--- src/rtl/ddr_map.vh ---
// Purpose: constants for the DDR command engine
// Assumes: 50 MHz system clock samples every link pin
// Notes: times in ns, cycle counts derived and rounded up
`ifndef DDR_MAP_VH
`define DDR_MAP_VH

// Command codes as {ras_n, cas_n, we_n}
`define CMD_LMR 3'h0
`define CMD_REF 3'h1
`define CMD_PRE 3'h2
`define CMD_ACT 3'h3
`define CMD_WRITE 3'h4
`define CMD_READ 3'h5
`define CMD_BST 3'h6
`define CMD_NOP 3'h7

// Address bit roles
`define AP_BIT 10
`define DLL_RST_BIT 8

// Register port map
`define REG_CONFIG 2'h0
`define REG_STATUS 2'h1
`define CFG_CL_BIT 0
`define CFG_BL_LO 1
`define CFG_BL_HI 2
`define CONFIG_RESET 8'h05

// Read latency in half clock edges
`define CL2_EDGES 3'h4
`define CL25_EDGES 3'h5

// Timing figures in ns and derived counts
`define CLK_MHZ 50
`define T_RP_NS 20
`define T_RAS_NS 45
`define T_RFC_NS 75
`define T_XSNR_NS 75
`define CYC_UP(ns) (((ns) * `CLK_MHZ + 999) / 1000)
`define T_RP_CYC `CYC_UP(`T_RP_NS)
`define T_RAS_CYC `CYC_UP(`T_RAS_NS)
`define T_RFC_CYC `CYC_UP(`T_RFC_NS)
`define T_XSNR_CYC `CYC_UP(`T_XSNR_NS)
`define DLL_LOCK_CK 8'hC8

`endif

--- src/rtl/bank_tracker.v ---
// Purpose: state of one bank: idle, open row, precharging
// Assumes: commands arrive as one-cycle pulses
// Notes: auto precharge waits for the least row-open time
`timescale 1ns/1ps
`default_nettype none
`include "ddr_map.vh"
module bank_tracker (
  input wire clock_in, // System clock
  input wire rst_n_in, // Synchronous reset, active low
  input wire activate_in, // Open a row
  input wire precharge_in, // Explicit precharge
  input wire auto_pre_in, // Auto precharge request
  output reg open_out, // Row open
  output reg idle_out // Bank idle
);
  localparam [2:0] ST_IDLE = 3'h1;
  localparam [2:0] ST_OPEN = 3'h2;
  localparam [2:0] ST_PRE = 3'h4;
  localparam integer RAS_I = `T_RAS_CYC;
  localparam integer RP_I = `T_RP_CYC;

  reg [2:0] state;
  reg [7:0] ras_cnt;
  reg [7:0] rp_cnt;
  reg ap_pend;

  // Bank state walk with row-open and precharge timers
  always @(posedge clock_in) begin
    if (!rst_n_in) begin
      state <= ST_IDLE;
      ras_cnt <= 8'h00;
      rp_cnt <= 8'h00;
      ap_pend <= 1'b0;
      open_out <= 1'b0;
      idle_out <= 1'b1;
    end else begin
      if (ras_cnt != 8'h00)
        ras_cnt <= ras_cnt - 8'h01;
      case (state)
        ST_IDLE: begin
          ap_pend <= 1'b0;
          if (activate_in) begin
            state <= ST_OPEN;
            ras_cnt <= RAS_I[7:0];
            open_out <= 1'b1;
            idle_out <= 1'b0;
          end
        end
        ST_OPEN: begin
          if (auto_pre_in)
            ap_pend <= 1'b1;
          if (precharge_in ||
              (ap_pend && ras_cnt == 8'h00)) begin
            state <= ST_PRE;
            rp_cnt <= RP_I[7:0];
            open_out <= 1'b0;
            ap_pend <= 1'b0;
          end
        end
        ST_PRE: begin
          // A second precharge here does nothing
          if (rp_cnt > 8'h01) begin
            rp_cnt <= rp_cnt - 8'h01;
          end else begin
            state <= ST_IDLE;
            rp_cnt <= 8'h00;
            idle_out <= 1'b1;
          end
        end
        default: begin
          state <= ST_IDLE;
          open_out <= 1'b0;
          idle_out <= 1'b1;
        end
      endcase
    end
  end
endmodule
`default_nettype wire

--- src/rtl/ddr_command_engine.v ---
// Purpose: command decode, bank states and data path of a DDR memory
// Assumes: link pins are asynchronous, CK runs far below clock_in
// Notes: x8 data, 256-byte array indexed by bank and low column bits
//
// Implementation choices: the register offsets and the strobed register port.
`timescale 1ns/1ps
`default_nettype none
`include "ddr_map.vh"
module ddr_command_engine (
  input wire clock_in, // System clock, 50 MHz
  input wire rst_n_in, // Synchronous reset, active low
  input wire ck_in, // Link clock pin
  input wire cke_in, // Clock enable pin
  input wire cs_n_in, // Chip select, active low
  input wire ras_n_in, // Row strobe, active low
  input wire cas_n_in, // Column strobe, active low
  input wire we_n_in, // Write enable, active low
  input wire [1:0] ba_in, // Bank address
  input wire [13:0] addr_in, // Row or column address
  input wire [7:0] dq_in, // Data pins, input side
  input wire dqs_in, // Strobe pin, input side
  input wire dm_in, // Write data mask
  output reg [7:0] dq_out, // Data pins, output side
  output reg dq_oe_out, // Data pins driven
  output reg dqs_out, // Strobe pin, output side
  output reg dqs_oe_out, // Strobe pin driven
  input wire [1:0] reg_addr_in, // Register address
  input wire [7:0] reg_wdata_in, // Register write data
  input wire reg_wr_in, // Register write strobe
  input wire reg_rd_in, // Register read strobe
  output reg [7:0] reg_rdata_out // Register read data
);
  localparam [2:0] M_RUN = 3'h1;
  localparam [2:0] M_SREF = 3'h2;
  localparam [2:0] M_XSNR = 3'h4;
  localparam integer RFC_I = `T_RFC_CYC;
  localparam integer XSNR_I = `T_XSNR_CYC;

  // Two-stage synchroniser on every link pin
  wire [31:0] pin_raw;
  reg [31:0] pin_s1;
  reg [31:0] pin_s2;
  assign pin_raw = {ck_in, cke_in, cs_n_in, ras_n_in, cas_n_in,
                    we_n_in, ba_in, addr_in, dq_in, dqs_in, dm_in};
  always @(posedge clock_in) begin
    if (!rst_n_in) begin
      pin_s1 <= 32'h7C000000; // Idle levels: CKE and command pins high
      pin_s2 <= 32'h7C000000;
    end else begin
      pin_s1 <= pin_raw;
      pin_s2 <= pin_s1;
    end
  end

  wire ck_s = pin_s2[31];
  wire cke_s = pin_s2[30];
  wire cs_n_s = pin_s2[29];
  wire [2:0] cmd = pin_s2[28:26];
  wire [1:0] ba_s = pin_s2[25:24];
  wire [13:0] addr_s = pin_s2[23:10];
  wire [7:0] dq_s = pin_s2[9:2];
  wire dqs_s = pin_s2[1];
  wire dm_s = pin_s2[0];

  // Edge finders on the synchronised clock and strobe
  reg ck_d;
  reg dqs_d;
  always @(posedge clock_in) begin
    if (!rst_n_in) begin
      ck_d <= 1'b0;
      dqs_d <= 1'b0;
    end else begin
      ck_d <= ck_s;
      dqs_d <= dqs_s;
    end
  end
  wire ck_rise = ck_s & ~ck_d;
  wire ck_edge = ck_s ^ ck_d;
  wire dqs_edge = (dqs_s ^ dqs_d) & ~dqs_oe_out;

  // Configuration and engine state
  reg [7:0] config_reg;
  reg [2:0] mode;
  reg [7:0] ref_cnt;
  reg [7:0] xs_cnt;
  reg dll_ok;
  reg [7:0] dll_cnt;
  wire ref_busy = (ref_cnt != 8'h00);
  wire [1:0] bl_code = config_reg[`CFG_BL_HI:`CFG_BL_LO];
  wire [3:0] bl_len = (bl_code == 2'h3) ? 4'h8 :
                      (bl_code == 2'h2) ? 4'h4 : 4'h2;
  wire [2:0] bl_mask = bl_len[2:0] - 3'h1;

  // Bank state from the four trackers
  wire [3:0] bank_open;
  wire [3:0] bank_idle;
  wire all_idle = &bank_idle;

  // Command qualification at each registered clock rise
  wire sel = ck_rise & ~cs_n_s & (mode == M_RUN);
  wire go = sel & cke_s;
  wire is_act = go & (cmd == `CMD_ACT);
  wire is_pre = go & (cmd == `CMD_PRE);
  wire ba_open = bank_open[ba_s];
  wire rd_ok = go & (cmd == `CMD_READ) & ba_open & dll_ok & ~ref_busy;
  wire wr_ok = go & (cmd == `CMD_WRITE) & ba_open & ~ref_busy;
  wire ref_ok = go & (cmd == `CMD_REF) & all_idle & ~ref_busy;
  wire sref_ok = sel & ~cke_s & (cmd == `CMD_REF) & all_idle &
                 ~ref_busy;
  wire dll_rst = go & (cmd == `CMD_LMR) & (ba_s == 2'h0) &
                 addr_s[`DLL_RST_BIT];
  wire [3:0] act_vec = is_act ? (4'h1 << ba_s) : 4'h0;
  wire [3:0] pre_vec = !is_pre ? 4'h0 :
                       addr_s[`AP_BIT] ? 4'hF : (4'h1 << ba_s);
  reg [3:0] ap_vec;

  // One tracker per bank
  genvar gi;
  generate
    for (gi = 0; gi < 4; gi = gi + 1) begin : g_bank
      bank_tracker u_bank (
        .clock_in(clock_in),
        .rst_n_in(rst_n_in),
        .activate_in(act_vec[gi]),
        .precharge_in(pre_vec[gi]),
        .auto_pre_in(ap_vec[gi]),
        .open_out(bank_open[gi]),
        .idle_out(bank_idle[gi])
      );
    end
  endgenerate

  // Column of element idx, wrapping inside the burst block
  function [5:0] burst_col;
    input [5:0] base;
    input [3:0] idx;
    input [2:0] mask;
    reg [2:0] sum;
    begin
      sum = base[2:0] + idx[2:0];
      burst_col = {base[5:3], (base[2:0] & ~mask) | (sum & mask)};
    end
  endfunction

  // Self refresh, exit wait, refresh period and DLL lock
  always @(posedge clock_in) begin
    if (!rst_n_in) begin
      mode <= M_RUN;
      ref_cnt <= 8'h00;
      xs_cnt <= 8'h00;
      dll_ok <= 1'b1;
      dll_cnt <= 8'h00;
    end else begin
      if (ref_ok)
        ref_cnt <= RFC_I[7:0];
      else if (ref_busy)
        ref_cnt <= ref_cnt - 8'h01;
      if (dll_rst) begin
        dll_cnt <= `DLL_LOCK_CK;
      end else if (ck_rise && dll_cnt != 8'h00) begin
        dll_cnt <= dll_cnt - 8'h01;
        if (dll_cnt == 8'h01)
          dll_ok <= 1'b1;
      end
      case (mode)
        M_RUN: begin
          if (sref_ok) begin
            mode <= M_SREF;
            dll_ok <= 1'b0;
            dll_cnt <= 8'h00;
          end
        end
        M_SREF: begin
          // Only CKE is watched here
          if (cke_s) begin
            mode <= M_XSNR;
            xs_cnt <= XSNR_I[7:0];
          end
        end
        M_XSNR: begin
          if (xs_cnt > 8'h01)
            xs_cnt <= xs_cnt - 8'h01;
          else
            mode <= M_RUN;
        end
        default: mode <= M_RUN;
      endcase
    end
  end

  // Read burst state
  reg [2:0] rd_wait;
  reg [3:0] rd_cnt;
  reg [3:0] rd_lim;
  reg [2:0] rd_age;
  reg [5:0] rd_base;
  reg [1:0] rd_bank;
  reg rd_ap;
  wire rd_live = (rd_cnt < rd_lim);
  wire [3:0] bst_lim = {rd_age, 1'b0} + 4'h2;
  wire bst_hit = go & (cmd == `CMD_BST) & rd_live & ~rd_ap;
  reg [7:0] mem [0:255];
  wire [7:0] rd_addr = {rd_bank, burst_col(rd_base, rd_cnt, bl_mask)};

  // Read path: latency count, preamble, data per edge
  always @(posedge clock_in) begin
    if (!rst_n_in) begin
      rd_wait <= 3'h0;
      rd_cnt <= 4'h0;
      rd_lim <= 4'h0;
      rd_age <= 3'h0;
      rd_base <= 6'h00;
      rd_bank <= 2'h0;
      rd_ap <= 1'b0;
      dq_out <= 8'h00;
      dq_oe_out <= 1'b0;
      dqs_out <= 1'b0;
      dqs_oe_out <= 1'b0;
    end else if (rd_ok) begin
      // A new READ cuts any burst still running
      rd_wait <= config_reg[`CFG_CL_BIT] ?
                 `CL25_EDGES : `CL2_EDGES;
      rd_cnt <= 4'h0;
      rd_lim <= bl_len;
      rd_age <= 3'h0;
      rd_base <= addr_s[5:0];
      rd_bank <= ba_s;
      rd_ap <= addr_s[`AP_BIT];
    end else begin
      if (bst_hit && bst_lim < rd_lim)
        rd_lim <= bst_lim;
      if (ck_rise && rd_live && rd_age < 3'h4)
        rd_age <= rd_age + 3'h1;
      if (ck_rise && rd_ap && {1'b0, rd_age} + 4'h1 ==
          {1'b0, bl_len[3:1]})
        rd_ap <= 1'b0;
      if (ck_edge) begin
        if (rd_live) begin
          if (rd_wait > 3'h1) begin
            rd_wait <= rd_wait - 3'h1;
            if (rd_wait == 3'h2) begin
              dqs_oe_out <= 1'b1;
              dqs_out <= 1'b0;
            end
          end else begin
            rd_wait <= 3'h0;
            dq_out <= mem[rd_addr];
            dq_oe_out <= 1'b1;
            dqs_out <= ~rd_cnt[0];
            dqs_oe_out <= 1'b1;
            rd_cnt <= rd_cnt + 4'h1;
          end
        end else if (dqs_oe_out) begin
          dq_oe_out <= 1'b0;
          dqs_oe_out <= 1'b0;
          dqs_out <= 1'b0;
        end
      end
    end
  end

  // Write burst state
  reg [3:0] wr_cnt;
  reg [3:0] wr_lim;
  reg [5:0] wr_base;
  reg [1:0] wr_bank;
  reg wr_ap;
  wire wr_live = (wr_cnt < wr_lim);
  wire wr_take = dqs_edge & wr_live & ~wr_ok;
  wire [7:0] wr_addr = {wr_bank, burst_col(wr_base, wr_cnt, bl_mask)};

  // Write path: one element per strobe edge
  always @(posedge clock_in) begin
    if (!rst_n_in) begin
      wr_cnt <= 4'h0;
      wr_lim <= 4'h0;
      wr_base <= 6'h00;
      wr_bank <= 2'h0;
      wr_ap <= 1'b0;
    end else if (wr_ok) begin
      wr_cnt <= 4'h0;
      wr_lim <= bl_len;
      wr_base <= addr_s[5:0];
      wr_bank <= ba_s;
      wr_ap <= addr_s[`AP_BIT];
    end else if (wr_take) begin
      wr_cnt <= wr_cnt + 4'h1;
      if (wr_cnt + 4'h1 == wr_lim)
        wr_ap <= 1'b0;
    end
  end

  // Array write, masked per element
  always @(posedge clock_in) begin
    if (wr_take && !dm_s)
      mem[wr_addr] <= dq_s;
  end

  // Auto precharge requests to the trackers, other banks stay free
  always @(posedge clock_in) begin
    if (!rst_n_in) begin
      ap_vec <= 4'h0;
    end else begin
      ap_vec <= 4'h0;
      if (!rd_ok && ck_rise && rd_ap && {1'b0, rd_age} + 4'h1 ==
          {1'b0, bl_len[3:1]})
        ap_vec[rd_bank] <= 1'b1;
      if (!wr_ok && wr_take && wr_ap && wr_cnt + 4'h1 == wr_lim)
        ap_vec[wr_bank] <= 1'b1;
    end
  end

  // Register port: configuration write, read data next cycle
  always @(posedge clock_in) begin
    if (!rst_n_in) begin
      config_reg <= `CONFIG_RESET;
      reg_rdata_out <= 8'h00;
    end else begin
      if (reg_wr_in && reg_addr_in == `REG_CONFIG)
        config_reg <= {5'h00, reg_wdata_in[2:0]};
      reg_rdata_out <= 8'h00;
      if (reg_rd_in) begin
        case (reg_addr_in)
          `REG_CONFIG: reg_rdata_out <= config_reg;
          `REG_STATUS: reg_rdata_out <= {rd_live, ref_busy, dll_ok,
                                          mode == M_SREF, bank_open};
          default: reg_rdata_out <= 8'h00;
        endcase
      end
    end
  end
endmodule
`default_nettype wire

--- config.mk ---
export PLATFORM = sky130hd
export DESIGN_NAME = ddr_command_engine
export DESIGN_NICKNAME = d
export VERILOG_FILES = /design/src/rtl/bank_tracker.v /design/src/rtl/ddr_command_engine.v
export VERILOG_INCLUDE_DIRS = /design/src /design/src/rtl
export SDC_FILE = /design/constraint.sdc
export NUM_CORES = 2
export LEC_CHECK = 0
export BUFFER_PORTS_ARGS = -buffer_cell sky130_fd_sc_hd__buf_4
export CORE_MARGIN = 3
export CORE_UTILIZATION = 45
export CTS_CLUSTER_DIAMETER = 30
export DETAILED_ROUTE_END_ITERATION = 16
export HOLD_SLACK_MARGIN = 0.12
export SETUP_SLACK_MARGIN = 0.5
export SYNTH_ARGS = -nofsm -noshare
export SYNTH_HDL_FRONTEND = slang
export SYNTH_HIERARCHICAL = 1
export SYNTH_SLANG_ARGS = --single-unit
export TNS_END_PERCENT = 20
--- constraint.sdc ---
create_clock -name clock_in -period 4.8 [get_ports clock_in]
set_clock_uncertainty 0.2 [all_clocks]
set_input_delay 0.48 -clock clock_in [delete_from_list [all_inputs] [get_ports clock_in]]
set_output_delay 0.48 -clock clock_in [all_outputs]
set_load 0.01 [all_outputs]
==> implementation parameters <==
Parameter                              Value

Clock tree
  Number of buffers added by the clock tree synthesis step    ~450
  Worst skew pair latency    approximately 0.95 ns
  Buffers from clock root to sink, at most    4
  Clock tree from TritonCTS    done
  Clock Pin Slew Worst Setup and Hold Paths    about 0.050 ns
  Number of levels in the clock H-tree    5
  Count of clock tree sinks    2282
  Clk Tree Root Cell    clkbuf_16

Drt
  Highest metal layer with signal wires    met5
  Average wire per cell in the routed design    around 27 um
  Antenna Violating Nets Remaining    0
  1st-iter DRT viols    ~5800
  Met3 wirelength from detailed routing    22300 um
  Overall via count from detail_route    ~54000
  Remaining design rule violation count    0
  Met1 layer wirelength in the final routing    101000 um
  Total detailed-routing wirelength    roughly 250000 um
  Detail Route met2 WL    roughly 120000 um
  Drt first pass iters    6
  Post-detailed-route via-to-cell ratio    between 5 and 6

Setup path
  Arrival time worst endpoint    4.68 ns
  Cells traversed along the worst timing path    mux4_2 -> nand3_1 -> nor4_4 -> nand2_1 -> nand3b_1 -> nor3_1 -> buf_4 -> nand3_1 -> nor2_1
  Category of the worst setup path capture point    flop
  Largest stage delay on the critical path    1.02 ns
  Cell seen most often among critical-path stages    nand3_1
  Cell with the largest stage delay on the worst path    nor2_1
  Crit path launch type    flop
  Worst setup path start    pin_s2[24]
  Largest fanout on the critical path    14
  Launch instance of the worst register-to-register path    pin_s2[24]
  Critical Path RT    between 5 and 6 ns
  Critical path type    reg -> reg

Floorplanning
  IO Count    65
  Die height    ~460 um
  Width of the chip    456 um
  Number of rows in the core area    around 160
  Area of the core region    around 200000 sq um
  Effective utilization at floorplan    between 40% and 50%
  Die outline area    about 210000 sq um

Placement
  HPWL after detailed placement    155000 um
  Final GP Congestion    just under 0.9
  Cell Area, Placed    97000 sq um
  Input/output buffers    between 50 and 60

STA
  Final period util    around 90%
  Unrepaired setup endpoints after global routing    true
  Slew at the pin with the worst max-slew slack    between 1 and 1.5 ns
  Final hold violation count    0
  Pins over their slew limit    0
  Upper clock frequency limit    about 0.23 GHz
  Number of endpoints failing setup at the final stage    0
  Post-route setup TNS    0 ns
  Final Critical Period    4.32 ns
  Max_slew headroom    about 22%

Power and ir drop
  Combinational power share    2.0%
  Power share of the sequential group    ~41%
  Proportion of total power due to net switching    about 20%
  Power per cell area    between 400 and 500 nW/um^2
  Proportion of power drawn by the clock network    a little under three fifths
  Leakage dissipation    about 0.038 uW
  Int Pwr    42600 uW
  Switching power of the nets    11000 uW
  Maximum VDD drop    roughly 0.4 mV

Status
  Result of the run    completed

Global route
  Overall track demand over capacity in global routing    23.9%
  Antenna violations before repair    11
  Number of global-route vias before repair    54800
  Maximum number of pins on one net before global-route repair    approximately 210
  Aggregate global routing overflow    0
  Global-route wire length before repair    369000 um

Synth
  Flop and latch count out of synthesis    between 2000 and 2500
  Async set-reset flop share out of synthesis    0%
  Synthesized instance count    5659
  Count of cell types in the netlist    a little under 90
  Total of warnings raised by yosys    6
  Register area share after synthesis    approximately 73%
  Ys flop type    edfxtp_1
  Synthesized area per cell    around 16 sq um
  Post-synthesis net count    between 5000 and 6000
  Number of flops mapped to enable cells by yosys    approximately 2000
  Netlist Area Pre-Place    91100 sq um

Layout
  Fraction of layout instances using a drive strength above 1    about 25%
  Top library cells by usage in the layout, fill and taps aside    edfxtp_1, nand2_1, buf_4
  Cell area after layout    ~110000 sq um
  Count of filler cells inserted in the layout    ~15000
  Final-stage net count    between 6000 and 7000
  Max FFs per register    slightly above 2000
  Most common library cell in the layout ignoring fill and taps    edfxtp_1
  Largest regs    mem x2048, g_bank.u_bank/ras_cnt x32, g_bank.u_bank/rp_cnt x32
  Area growth from synthesis to layout    24.1%
  Register ranked first by flip-flop count    mem

Run
  Number of max-cap violations    0

Hold path
  Launch instance of the worst min-delay path    reg_addr_in[0]
  Classification of the worst-slack hold path    in -> reg
[metrics by stage]
step	worst slack, ns	instances	hold slack, ns	utilization [%]	total power [uW]
after global placement	0.0649	8496	0.209	48.4	23200
after CTS	0.377	9393	0.130	56.3	54000
after global routing	0.387	9405	0.165	56.4	55100
final	0.479	9407	0.198	56.4	53600
after floorplan	1.27	5659	0.186	-	23000
after detailed placement	0.107	8496	0.204	48.4	23300
[final timing paths]
kind / cells after the start / end / slack (ns)
hold reg to reg: 1 / pin_s2[30] / 0.23
hold / removal: 3 / reg_rdata_out[3] / 0.20
setup / recovery: 9 / mem[63][1] / 0.48
setup reg to reg: 9 / mem[63][1] / 0.48
[cell families (layout without fill, tap and decap cells)]
kind of cell             after synthesis  after routing  share of synthesized area, %
multiplexers                         519            519                          10.3
XOR/XNOR                              63             63                         0.605
other                                  0              3                             0
adder cells (fa/ha/maj)               40             40                         0.566
buffers and inverters                386           1473                          2.31
AND/OR/NAND/NOR                     1734           1736                          8.62
flip-flops                          2282           2282                          72.6
AO/OA/AOI/OAI                        635            635                          4.94
[worst max-delay path: cells and delay by family (launching register included)]
family / cells / cell delay (ns)
AND/OR/NAND/NOR: 7 / 2.28
flip-flops: 1 / 0.63
multiplexers: 1 / 0.57
buffers and inverters: 1 / 0.24
[power groups by stage]
| stage | clock (uW) | sequential, uW | combinational, uW |
|---|---|---|---|
| finish | 30700 | 21900 | 1060 |
| detailed placement | 0 | 22300 | 1010 |
| global route | 32000 | 21900 | 1200 |
| CTS | 31000 | 21900 | 1070 |
| global placement | 0 | 22300 | 982 |
| floorplan | 0 | 22300 | 701 |
[synthesized netlist by cell type, drive strengths merged, types with 14 or more instances]
cell	instances	area, sq um
a211oi	53	398
a21oi	126	634
a22o	14	123
a22oi	29	218
a31oi	70	438
a32o	16	160
a32oi	55	482
and2	52	325
and3	50	333
buf	215	1460
clkbuf	115	437
dfxtp	234	4680
edfxtp	2048	61500
ha	38	475
inv	56	210
mux2i	181	1810
mux4	338	7610
nand2	728	2740
nand2b	52	325
nand3	225	1130
nand4	34	219
nor2	433	1630
nor2b	15	93.8
nor3	30	160
nor3b	17	128
nor4	27	190
o2111ai	15	131
o211ai	16	120
o21ai	79	399
o31ai	22	165
or3	14	87.6
or4	25	223
xnor2	43	377
xor2	20	175
[layout make-up]
type	instances	area, sq um	share of cell area, %
timing repair buffer	599	5230	4.63
antenna	3	7.51	0.00664
tap	2656	3320	2.94
clock inverter	311	3290	2.90
clock buffer	507	11700	10.4
multi-input combinational	2993	23100	20.4
sequential	2282	66200	58.5
inverter	56	210	0.186
[layer usage]
layer  track usage [%]  vias to the layer above
met2              37.8                     2382
met3              5.69                      534
met4              8.87                        4
met5                 0                        -
met1              32.4                    27800
li1                  -                    23600
[what timing repair did]
action,in CTS,in global routing
gates cloned,1,1
buffers inserted,3,10
endpoints found under the hold margin,99,0
pin swaps,3,5
hold buffers,75,0
resized for setup,11,16
endpoints found under the setup margin,7,87
Power figures use the tool's default switching activity.
